### src/logic/rim_pkg.sv
// Package: register map, fields and reset values of the terminal interrupt manager
package rim_pkg;
   localparam logic [7:0] RIM_ADDR_HW_PENDING = 8'h06;
   localparam logic [7:0] RIM_ADDR_PENDING = 8'h09;
   localparam logic [7:0] RIM_ADDR_HW_ENABLE = 8'h0F;
   localparam logic [7:0] RIM_ADDR_ENABLE = 8'h12;
   localparam logic [7:0] RIM_ADDR_HW_OUT_ENABLE = 8'h13;
   localparam logic [7:0] RIM_ADDR_OUT_ENABLE = 8'h16;
   localparam logic [7:0] RIM_ADDR_TT_COUNT = 8'h49;
   localparam logic [7:0] RIM_ADDR_TT_UTILITY = 8'h4A;
   localparam logic [7:0] RIM_ADDR_EXT_CONFIG = 8'h4D;
   localparam int RIM_BIT_SUMMARY = 2;
   localparam int RIM_BIT_TT_MATCH = 0;
   localparam int RIM_BIT_SUPPRESS = 0;
   localparam int RIM_BIT_LOG_BUSY = 2;
   localparam int RIM_BIT_BUSY_AT_EVENT = 9;
   localparam logic [15:0] RIM_RESET_WORD = 16'h0000;
   localparam logic [15:0] RIM_PENDING_MASK = 16'hFDFF;
   localparam logic [15:0] RIM_HW_PENDING_MASK = 16'h0005;
endpackage

### src/logic/rim_top.sv
// Terminal interrupt manager: enable, pending, output enable, log word and request pin
`timescale 1ns/1ps
// How it works
// - With hardware match enable set, counter equal to utility value raises match event.
// - Terminal events with enable bit zero are ignored completely.
// - Disabled events are never remembered; enabling later raises nothing.
// - Enabled events OR into pending, keeping earlier unserviced bits.
// - Any terminal pending bit set by a message sets summary flag bit 2.
// - Every enabled terminal event writes a log identification word.
// - Request for output-enabled events is raised at message completion.
// - Reading terminal pending returns value then clears it to zero.
// - Active-low request is OR of the completion request latch and output-enabled hardware pending bits, except summary flag bit 2.
// - Events without output enable only update pending, summary flag bit 2 and log, polled.
// - Suppress option withholds request for illegal or busy commands.
// - Logged identification word mirrors terminal pending bit pattern.
// - Pending bit 9 reads zero; log bit 9 may report busy at event.
// - Terminal busy alone never makes an event, pending bit or log entry.
// - Bit n means the same event in enable, pending, output enable.
module rim_top
   import rim_pkg::*;
(
   input wire logic clk,
   input wire logic rst,
   input wire logic ce,
   input wire logic [7:0] addr,
   input wire logic [15:0] wdata,
   input wire logic wr,
   input wire logic rd,
   output logic [15:0] rdata,
   input wire logic [15:0] event_vec,
   input wire logic event_valid,
   input wire logic msg_done,
   input wire logic msg_illegal,
   input wire logic msg_busy,
   input wire logic terminal_busy,
   input wire logic [15:0] tt_count,
   output logic [15:0] log_word,
   output logic log_write,
   output logic irq_n
);
   typedef struct packed {
      logic [15:0] pending;
      logic [15:0] enable;
      logic [15:0] out_enable;
      logic [15:0] hw_pending;
      logic [15:0] hw_enable;
      logic [15:0] hw_out_enable;
      logic [15:0] tt_utility;
      logic [15:0] ext_config;
      logic [15:0] msg_acc;
      logic msg_suppress;
      logic rt_req;
      logic [15:0] rdata;
      logic [15:0] log_word;
      logic log_write;
   } rim_state_t;

   rim_state_t st;
   rim_state_t next_st;
   logic eq_level;
   logic tt_match;
   logic [15:0] ev_ok;

   assign eq_level = (tt_count == st.tt_utility);
   // Single pulse on first equality
   rim_edge u_match (
      .clk(clk),
      .rst(rst),
      .ce(ce),
      .level(eq_level),
      .rise(tt_match)
   );

   // Gate with enable at event time only
   assign ev_ok = event_valid ? (event_vec & st.enable & RIM_PENDING_MASK) : RIM_RESET_WORD;

   always_comb begin
      next_st = st;
      next_st.log_write = 1'b0;
      if (wr) begin
         case (addr)
            RIM_ADDR_ENABLE: next_st.enable = wdata;
            RIM_ADDR_OUT_ENABLE: next_st.out_enable = wdata;
            RIM_ADDR_HW_ENABLE: next_st.hw_enable = wdata;
            RIM_ADDR_HW_OUT_ENABLE: next_st.hw_out_enable = wdata;
            RIM_ADDR_TT_UTILITY: next_st.tt_utility = wdata;
            RIM_ADDR_EXT_CONFIG: next_st.ext_config = wdata;
            RIM_ADDR_HW_PENDING: next_st.hw_pending = st.hw_pending & ~wdata & RIM_HW_PENDING_MASK;
            default: next_st.ext_config = st.ext_config;
         endcase
      end
      next_st.rdata = RIM_RESET_WORD;
      if (rd) begin
         case (addr)
            RIM_ADDR_PENDING: begin
               next_st.rdata = st.pending & RIM_PENDING_MASK;
               next_st.pending = RIM_RESET_WORD;
            end
            RIM_ADDR_ENABLE: next_st.rdata = st.enable;
            RIM_ADDR_OUT_ENABLE: next_st.rdata = st.out_enable;
            RIM_ADDR_HW_PENDING: next_st.rdata = st.hw_pending;
            RIM_ADDR_HW_ENABLE: next_st.rdata = st.hw_enable;
            RIM_ADDR_HW_OUT_ENABLE: next_st.rdata = st.hw_out_enable;
            RIM_ADDR_TT_COUNT: next_st.rdata = tt_count;
            RIM_ADDR_TT_UTILITY: next_st.rdata = st.tt_utility;
            RIM_ADDR_EXT_CONFIG: next_st.rdata = st.ext_config;
            default: next_st.rdata = RIM_RESET_WORD;
         endcase
      end
      // Hardware match event, set wins over clear
      if (tt_match && st.hw_enable[RIM_BIT_TT_MATCH]) begin
         next_st.hw_pending[RIM_BIT_TT_MATCH] = 1'b1;
      end
      if (ev_ok != RIM_RESET_WORD) begin
         next_st.pending = next_st.pending | ev_ok;
         next_st.hw_pending[RIM_BIT_SUMMARY] = 1'b1;
         next_st.log_write = 1'b1;
         next_st.log_word = next_st.pending & RIM_PENDING_MASK;
         if (st.ext_config[RIM_BIT_LOG_BUSY]) begin
            next_st.log_word[RIM_BIT_BUSY_AT_EVENT] = terminal_busy;
         end
         next_st.msg_acc = st.msg_acc | ev_ok;
      end
      // Read clear first, so a completion in the same cycle wins
      if (rd && addr == RIM_ADDR_PENDING) begin
         next_st.rt_req = 1'b0;
      end
      if (msg_done) begin
         // Raise request at completion only
         if (((st.msg_acc | ev_ok) & st.out_enable) != RIM_RESET_WORD &&
             !(st.ext_config[RIM_BIT_SUPPRESS] && (msg_illegal || msg_busy))) begin
            next_st.rt_req = 1'b1;
         end
         next_st.msg_acc = RIM_RESET_WORD;
      end
      if (st.out_enable == RIM_RESET_WORD) begin
         next_st.rt_req = 1'b0;
      end
   end

   always_ff @(posedge clk) begin
      if (rst) begin
         st <= '0;
      end else if (ce) begin
         st <= next_st;
      end
   end

   assign rdata = st.rdata;
   assign log_word = st.log_word;
   assign log_write = st.log_write;
   // Shared request pin over both sets
   assign irq_n = ~(st.rt_req | (|(st.hw_pending & st.hw_out_enable & RIM_HW_PENDING_MASK &
                    ~(16'h0001 << RIM_BIT_SUMMARY))));

   property p_disabled_ignored;
      @(posedge clk) disable iff (rst)
      (ce && event_valid && ((event_vec & st.enable) == 16'h0000) && !rd) |=> !log_write;
   endproperty
   a_disabled_ignored: assert property (p_disabled_ignored) else $error("disabled event logged");

   property p_or_keep;
      @(posedge clk) disable iff (rst)
      (ce && !(rd && addr == RIM_ADDR_PENDING)) |=> ((st.pending & $past(st.pending)) == $past(st.pending));
   endproperty
   a_or_keep: assert property (p_or_keep) else $error("pending bit lost");

   property p_summary;
      @(posedge clk) disable iff (rst)
      (ce && ev_ok != 16'h0000) |=> st.hw_pending[2];
   endproperty
   a_summary: assert property (p_summary) else $error("summary flag not set");

   property p_log;
      @(posedge clk) disable iff (rst)
      (ce && ev_ok != 16'h0000) |=> log_write && ((log_word & 16'hFDFF) == (st.pending & 16'hFDFF));
   endproperty
   a_log: assert property (p_log) else $error("log word missing or wrong");

   property p_clear_on_read;
      @(posedge clk) disable iff (rst)
      (ce && rd && addr == RIM_ADDR_PENDING && ev_ok == 16'h0000) |=> st.pending == 16'h0000;
   endproperty
   a_clear_on_read: assert property (p_clear_on_read) else $error("pending not cleared");

   property p_bit9;
      @(posedge clk) disable iff (rst)
      ce |=> !st.pending[9];
   endproperty
   a_bit9: assert property (p_bit9) else $error("pending bit 9 set");

   property p_no_early_irq;
      @(posedge clk) disable iff (rst)
      (ce && !msg_done && !st.rt_req && st.hw_out_enable == 16'h0000 && !wr) |=> irq_n;
   endproperty
   a_no_early_irq: assert property (p_no_early_irq) else $error("request before completion");

   property p_suppress;
      @(posedge clk) disable iff (rst)
      (ce && msg_done && st.ext_config[0] && msg_illegal && !st.rt_req && st.hw_out_enable == 16'h0000 && !wr)
         |=> irq_n;
   endproperty
   a_suppress: assert property (p_suppress) else $error("request not suppressed");

   property p_match_once;
      @(posedge clk) disable iff (rst)
      (ce && tt_match) |=> !tt_match;
   endproperty
   a_match_once: assert property (p_match_once) else $error("match fired twice");

   property p_match_pending;
      @(posedge clk) disable iff (rst)
      (ce && tt_match && st.hw_enable[0]) |=> st.hw_pending[0];
   endproperty
   a_match_pending: assert property (p_match_pending) else $error("match not latched");

   property p_match_only;
      @(posedge clk) disable iff (rst)
      (ce && !(tt_match && st.hw_enable[0])) |=> !$rose(st.hw_pending[0]);
   endproperty
   a_match_only: assert property (p_match_only) else $error("match latched without event");

   property p_no_event_no_log;
      @(posedge clk) disable iff (rst)
      (ce && ev_ok == 16'h0000) |=> !log_write;
   endproperty
   a_no_event_no_log: assert property (p_no_event_no_log) else $error("log written without event");

   property p_pending_source;
      @(posedge clk) disable iff (rst)
      ce |=> ((st.pending & ~$past(st.pending) & ~$past(ev_ok)) == 16'h0000);
   endproperty
   a_pending_source: assert property (p_pending_source) else $error("pending bit without event");

   property p_disabled_kept;
      @(posedge clk) disable iff (rst)
      (ce && event_valid && ((event_vec & st.enable) == 16'h0000) && !(rd && addr == RIM_ADDR_PENDING))
         |=> st.pending == $past(st.pending);
   endproperty
   a_disabled_kept: assert property (p_disabled_kept) else $error("disabled event changed pending");

   property p_summary_keep;
      @(posedge clk) disable iff (rst)
      (ce && st.hw_pending[2] && !(wr && addr == RIM_ADDR_HW_PENDING)) |=> st.hw_pending[2];
   endproperty
   a_summary_keep: assert property (p_summary_keep) else $error("summary flag lost");

   property p_summary_source;
      @(posedge clk) disable iff (rst)
      (ce && ev_ok == 16'h0000) |=> !$rose(st.hw_pending[2]);
   endproperty
   a_summary_source: assert property (p_summary_source) else $error("summary flag without event");

   property p_irq_at_done;
      @(posedge clk) disable iff (rst)
      (ce && msg_done && ((st.msg_acc | ev_ok) & st.out_enable) != 16'h0000 && !st.ext_config[0]) |=> !irq_n;
   endproperty
   a_irq_at_done: assert property (p_irq_at_done) else $error("no request at completion");

   property p_irq_hold;
      @(posedge clk) disable iff (rst)
      (ce && st.rt_req && st.out_enable != 16'h0000 && !(rd && addr == RIM_ADDR_PENDING)) |=> !irq_n;
   endproperty
   a_irq_hold: assert property (p_irq_hold) else $error("request dropped early");

   property p_irq_clear;
      @(posedge clk) disable iff (rst)
      (ce && rd && addr == RIM_ADDR_PENDING && !msg_done && !wr && st.hw_out_enable == 16'h0000) |=> irq_n;
   endproperty
   a_irq_clear: assert property (p_irq_clear) else $error("request kept after read");

   property p_hw_irq;
      @(posedge clk) disable iff (rst)
      (st.hw_pending[0] && st.hw_out_enable[0]) |-> !irq_n;
   endproperty
   a_hw_irq: assert property (p_hw_irq) else $error("hardware request missing");

   property p_low_priority;
      @(posedge clk) disable iff (rst)
      (ce && msg_done && ((st.msg_acc | ev_ok) & st.out_enable) == 16'h0000 && !st.rt_req &&
       st.hw_out_enable == 16'h0000 && !wr) |=> irq_n;
   endproperty
   a_low_priority: assert property (p_low_priority) else $error("low priority event raised request");

   property p_busy_suppress;
      @(posedge clk) disable iff (rst)
      (ce && msg_done && st.ext_config[0] && msg_busy && !st.rt_req && st.hw_out_enable == 16'h0000 && !wr)
         |=> irq_n;
   endproperty
   a_busy_suppress: assert property (p_busy_suppress) else $error("request not suppressed for busy");

   property p_log_busy;
      @(posedge clk) disable iff (rst)
      (ce && ev_ok != 16'h0000 && st.ext_config[2]) |=> log_word[9] == $past(terminal_busy);
   endproperty
   a_log_busy: assert property (p_log_busy) else $error("busy flag wrong in log");

   property p_log_no_busy;
      @(posedge clk) disable iff (rst)
      (ce && ev_ok != 16'h0000 && !st.ext_config[2]) |=> !log_word[9];
   endproperty
   a_log_no_busy: assert property (p_log_no_busy) else $error("log bit 9 set without option");

   property p_read_value;
      @(posedge clk) disable iff (rst)
      (ce && rd && addr == RIM_ADDR_PENDING) |=> rdata == ($past(st.pending) & 16'hFDFF);
   endproperty
   a_read_value: assert property (p_read_value) else $error("pending read value wrong");
endmodule

### src/logic/rim_edge.sv
// Rising-edge detector with clock enable
`timescale 1ns/1ps
module rim_edge (
   input wire logic clk,
   input wire logic rst,
   input wire logic ce,
   input wire logic level,
   output logic rise
);
   logic prev;
   always_ff @(posedge clk) begin
      if (rst) begin
         // Counter and utility are both zero after reset
         prev <= 1'b1;
      end else if (ce) begin
         prev <= level;
      end
   end
   assign rise = ce & level & ~prev;
endmodule

### config.mk
export PLATFORM = sky130hd
export DESIGN_NAME = rim_top
export DESIGN_NICKNAME = d
export VERILOG_FILES = /design/src/logic/rim_pkg.sv /design/src/logic/rim_top.sv /design/src/logic/rim_edge.sv
export SDC_FILE = /design/constraint.sdc
export NUM_CORES = 1
export LEC_CHECK = 0
export BUFFER_PORTS_ARGS = -buffer_cell sky130_fd_sc_hd__buf_2
export CORE_MARGIN = 2
export CORE_UTILIZATION = 50
export CTS_CLUSTER_DIAMETER = 200
export CTS_CLUSTER_SIZE = 28
export DETAILED_ROUTE_END_ITERATION = 6
export PLACE_DENSITY = 0.79
export SETUP_SLACK_MARGIN = 0.02
export SYNTH_ARGS = -nofsm -noshare
export SYNTH_HDL_FRONTEND = slang
export SYNTH_SLANG_ARGS = --single-unit
export TNS_END_PERCENT = 20
### constraint.sdc
create_clock -name clk -period 2.7 [get_ports clk]
set_input_delay 0.135 -clock clk [delete_from_list [all_inputs] [get_ports clk]]
set_output_delay 0.135 -clock clk [all_outputs]
set_load 0.1 [all_outputs]
After elaboration in Yosys (flattened, before gate mapping). Cells that the tools add are included.

Flip-flop bits (word level): 165. Input bits: 66. Output and inout port bits: 34. Word-level logic and storage cells: 83.

Eq/ne operators: 10. Mux-type cells: 22. Bitwise logic cells: 12. Reduce and logical (&&, ||, !) cells: 24.

Operator list (count): $mux W16 (11); $pmux W16 S9 (1); $mux W67 (1); $and A16 B16 Y16 (2); $or A16 B16 Y16 (2); $reduce_bool A16 Y1 (2); $eq A8 B5 Y1 const B (3); $eq A8 B7 Y1 const B (3); $reduce_and A3 Y1 (8); $eq A16 B16 Y1 (1); $eq A8 B4 Y1 const B (2); $logic_not A16 Y1 (1); $reduce_bool A2 Y1 (5); $eq A8 B3 Y1 const B (1); $mux W1 (8); $logic_and A1 B1 Y1 (4); $reduce_and A2 Y1 (2); $and A1 B1 Y1 (3); $and A3 B3 Y3 (1); $mux W3 (1); $not A3 Y3 (1); $not A1 Y1 (2); $logic_not A1 Y1 (1); $logic_or A1 B1 Y1 (1); $or A1 B1 Y1 (1).

Depth between registers and ports, before layout.
Depth in word-level cells: 9. Gate-level depth with buffers: 9. Gate-level depth less buffers: 5.

Modules after synthesis. Synthesis repeated with hierarchy kept, for this count alone.

Cells, all modules: 981. Area total of the unflattened synthesis: 7937.6 µm².

By module, submodules not included: rim_top (instances 1, cells an instance 976, area each 7896.3 µm², sequential area each 3243.1 µm²); rim_edge (instances 1, cells an instance 5, area each 41.3 µm², sequential area each 20.0 µm²).

Least setup slack after synthesis. Ideal clock, no wire load.

Path type: flip-flop to output port. Start point: register st[115] (netlist bit). End point: output port irq_n. Data arrival time: 1786 ps. Data required time: 2565 ps. Slack: 779 ps. Cell stages (with the launch flop): 2. Path buffers: 0. Path through: dfxtp_1 a21oi_1.

Cells in the longest elaborated chain, start to end: 3.

RTL lines: start, declared (line rim_top.sv:58) `rim_state_t st;`; start signal, assigned (line rim_top.sv:145) `st <= next_st;`; $and A1 B1 Y1 (line rim_top.sv:153) `assign irq_n = ~(st.rt_req | (|(st.hw_pending & st.hw_out_enable & RIM_HW_PENDING_MASK &`; $or A1 B1 Y1 (line rim_top.sv:153); $not A1 Y1 (line rim_top.sv:153); end, declared (line rim_top.sv:39) `output logic irq_n`.

No other way between the ends.

Worst setup path after layout.
Start point: register st[147] (netlist bit). End point: register st, in the netlist log_word[6].

Cells in the longest elaborated chain, start to end: 4.

RTL lines: $and A16 B16 Y16 (line rim_top.sv:75) `assign ev_ok = event_valid ? (event_vec & st.enable & RIM_PENDING_MASK) : RIM_RESET_WORD;`; $mux W16 (line rim_top.sv:75); $reduce_bool A16 Y1 (line rim_top.sv:114) `if (ev_ok != RIM_RESET_WORD) begin`; $reduce_and A2 Y1 (no line).

No other way between the ends. A chain may end at the register's enable or synchronous reset.

==> run_results.csv <==
group,metric,value,unit
run_status,status,"finished clean",
critical_path,arrival,2.34,ns
cells_and_area,syn_to_final_growth,11.3,%
cells_and_area,antenna_cells,0,
grt,grt_pass1_wl,37000,um
grt,grt_pass1_vias,6638,
critical_path,path_class,"reg -> reg",
route,finalWirelength,24500,um
grt,antenna_found_initial,0,
worst_hold_path,hp-class,"in -> reg",
placement,io_buffers,98,
synth,avgSynthCellArea,8.03,sq um
timing,layout_min_cycle_time,2.02,ns
timing,finalSetupViolCount,0,
synth,synth_top_area_frac,0.413,
synth,synth_seq_cells,163,
placement,dp_slack,0.448,ns
floorplan,pin_count,100,
flow_run,drv_cap,0,
route,antenna_left,0,
timing,slew_violations,0,
timing,hold_ws,0.0145,ns
floorplan,die_h,130,um
timing,skew,0.0108,ns
clock_tree,post_cts_buffers,0,
grt,grt_max_degree,68,
critical_path,start_kind,"flop",
synth,synth_area,7910,sq um
clock_tree,cts_tree,"built",
clock_tree,clock-root-buffer,"clkbuf_16",
clock_tree,cts_resized,0,
synth,yosysUniqueCellTypes,57,
synth,synth-main-ff-cell,"dfxtp_1",
placement,place_congestion,0.976,
cells_and_area,nets,1081,
timing,hold_violations,0,
timing,tightest_slew,0.707,ns
cells_and_area,utilization,0.575,
synth,synth_area_leaders,"dfxtp_1, nand2_1, a21oi_1",
route,viasPerCell,6.09,
power_and_ir_drop,leakagePower,3.08,nW
clock_tree,clk_latency,0.44,ns
synth,synth_edf_count,0,
power_and_ir_drop,p_total,0.00498,W
route,num_vias,7540,
timing,fmax,496,MHz
floorplan,num_rows,45,
synth,synthesis.nets,1050,
clock_tree,cts_buffers,17,
synth,ys_async_sr_fraction,0,
floorplan,dieArea,16800,sq um
synth,synth_cells,984,
grt,grt_usage,0.292,
route,firstDrtPassIters,5,
clock_tree,h-tree-depth,4,
timing,period_share,0.747,
route,wl_per_cell,19.8,um
timing,fin_setup_tns,0,ns
clock_tree,clkTransAtPathRegs,0.07,ns
route,drcViolationCount,0,
critical_path,crit_fanout,25,
power_and_ir_drop,p_per_area,566,nW/um^2
placement,dpl.hpwl,17100,um
timing,slew_headroom,0.528,
critical_path,end_kind,"flop",
critical_path,worstPathRequired,3.03,ns
route,drtIter0Drc,1068,
floorplan,die_w,130,um
floorplan,core_area,15300,sq um
power_and_ir_drop,vdd_drop_max,0.000441,V
clock_tree,hold_buffers,1,
synth,ys_warn_count,0,
timing,layout_setup_ws,0.683,ns
synth,yosysTopAreaCell,"dfxtp_1",
timing,rsz0062_at_grt,"no",
synth,yosysSeqAreaShare,0.413,
clock_tree,cts.sinks,163,
grt,grt_overflow,0,
floorplan,start_util,0.516,
clock_tree,clockBufferDepth,2,
cells_and_area,drive_gt1_frac,0.185,
[report_power, final]
| group | switching [W] | leakage, nW | internal (W) |
|---|---|---|---|
| Sequential | 0.00000145 | 1.31 | 0.00241 |
| Combinational | 0.000200 | 1.50 | 0.0000826 |
| Clock | 0.00107 | 0.271 | 0.00123 |
[stage by stage]
| step | area (sq um) | cells |
|---|---|---|
| finish | 8800 | 1239 |
| global route | 8800 | 1239 |
| CTS | 8800 | 1239 |
| detailed placement | 8230 | 1206 |
| global placement | 8230 | 1206 |
| floorplan | 7910 | 984 |
[placed cells by master (no fill, tap or decap), types with 6 or more instances in the layout]
cell         n
a211oi_1    11
a21oi_1    142
a22oi_1     50
and3_1      15
buf_2       97
buf_4       20
clkbuf_16   17
dfxtp_1    163
inv_1       15
inv_6        6
mux2_2      31
mux2i_1      8
nand2_1    221
nand2b_1     6
nand3_1     12
nand3b_1     6
nand4_1     15
nor2_1      39
nor2b_1     20
nor3_1       9
nor4_1       7
o22ai_1     16
o2bb2ai_1    8
o31ai_1      9
o32ai_1      6
xnor2_1     12
[Yosys cell counts, drive strengths merged, types with 6 or more instances]
cell,n
nand2,221
dfxtp,163
a21oi,142
buf,59
a22oi,50
clkbuf,47
nor2,40
mux2,31
nor2b,20
o22ai,16
and3,15
inv,15
nand4,15
nand3,13
xnor2,12
a211oi,11
nor3,9
nor4,9
o31ai,9
mux2i,8
o2bb2ai,8
nand2b,6
nand3b,6
o21ai,6
o32ai,6
[registers in the layout, indices dropped and copies added (netlist names)]
register / flops
st: 129
log_word: 16
log_write: 1
u_match.prev: 1
rdata: 16
[path summary, 6_finish.rpt]
kind            start          end  slack, ns  depth (start not counted)
max           st[147]  log_word[6]       0.68                          6
min          msg_done       st[49]       0.01                          4
max reg2reg   st[147]  log_word[6]       0.68                          6
min reg2reg    st[61]       st[61]       0.45                          2
[routing by layer]
layer	global-route usage	wire length, um	up-vias
li1	-	-	3512
met1	0.404	10400	3511
met2	0.439	10700	426
met3	0.0648	2370	91
met4	0.127	1030	0
met5	0	0	-
[layout make-up]
class / instances / area, sq um
clock inverter: 14 / 119
fill: 1456 / 6510
timing repair buffer: 118 / 646
multi-input combinational: 700 / 4010
clock buffer: 18 / 439
tap: 211 / 264
sequential: 163 / 3260
inverter: 15 / 56.3
[critical path: stages, from the launching register on]
cell	delay, ns
dfxtp_1	0.41
a22o_1	0.24
a221oi_1	0.22
a21boi_0	0.18
o21ai_2	0.15
buf_4	0.31
mux2_2	0.38
[cells by family after synthesis]
| kind of cell | Yosys count | synth area share |
|---|---|---|
| buf+inv | 121 | 0.0809 |
| mux | 39 | 0.0543 |
| compound gates | 270 | 0.212 |
| flops | 163 | 0.413 |
| simple gates | 375 | 0.222 |
| xor+xnor | 16 | 0.0177 |
No activity file was read; power rests on OpenSTA's default activity.
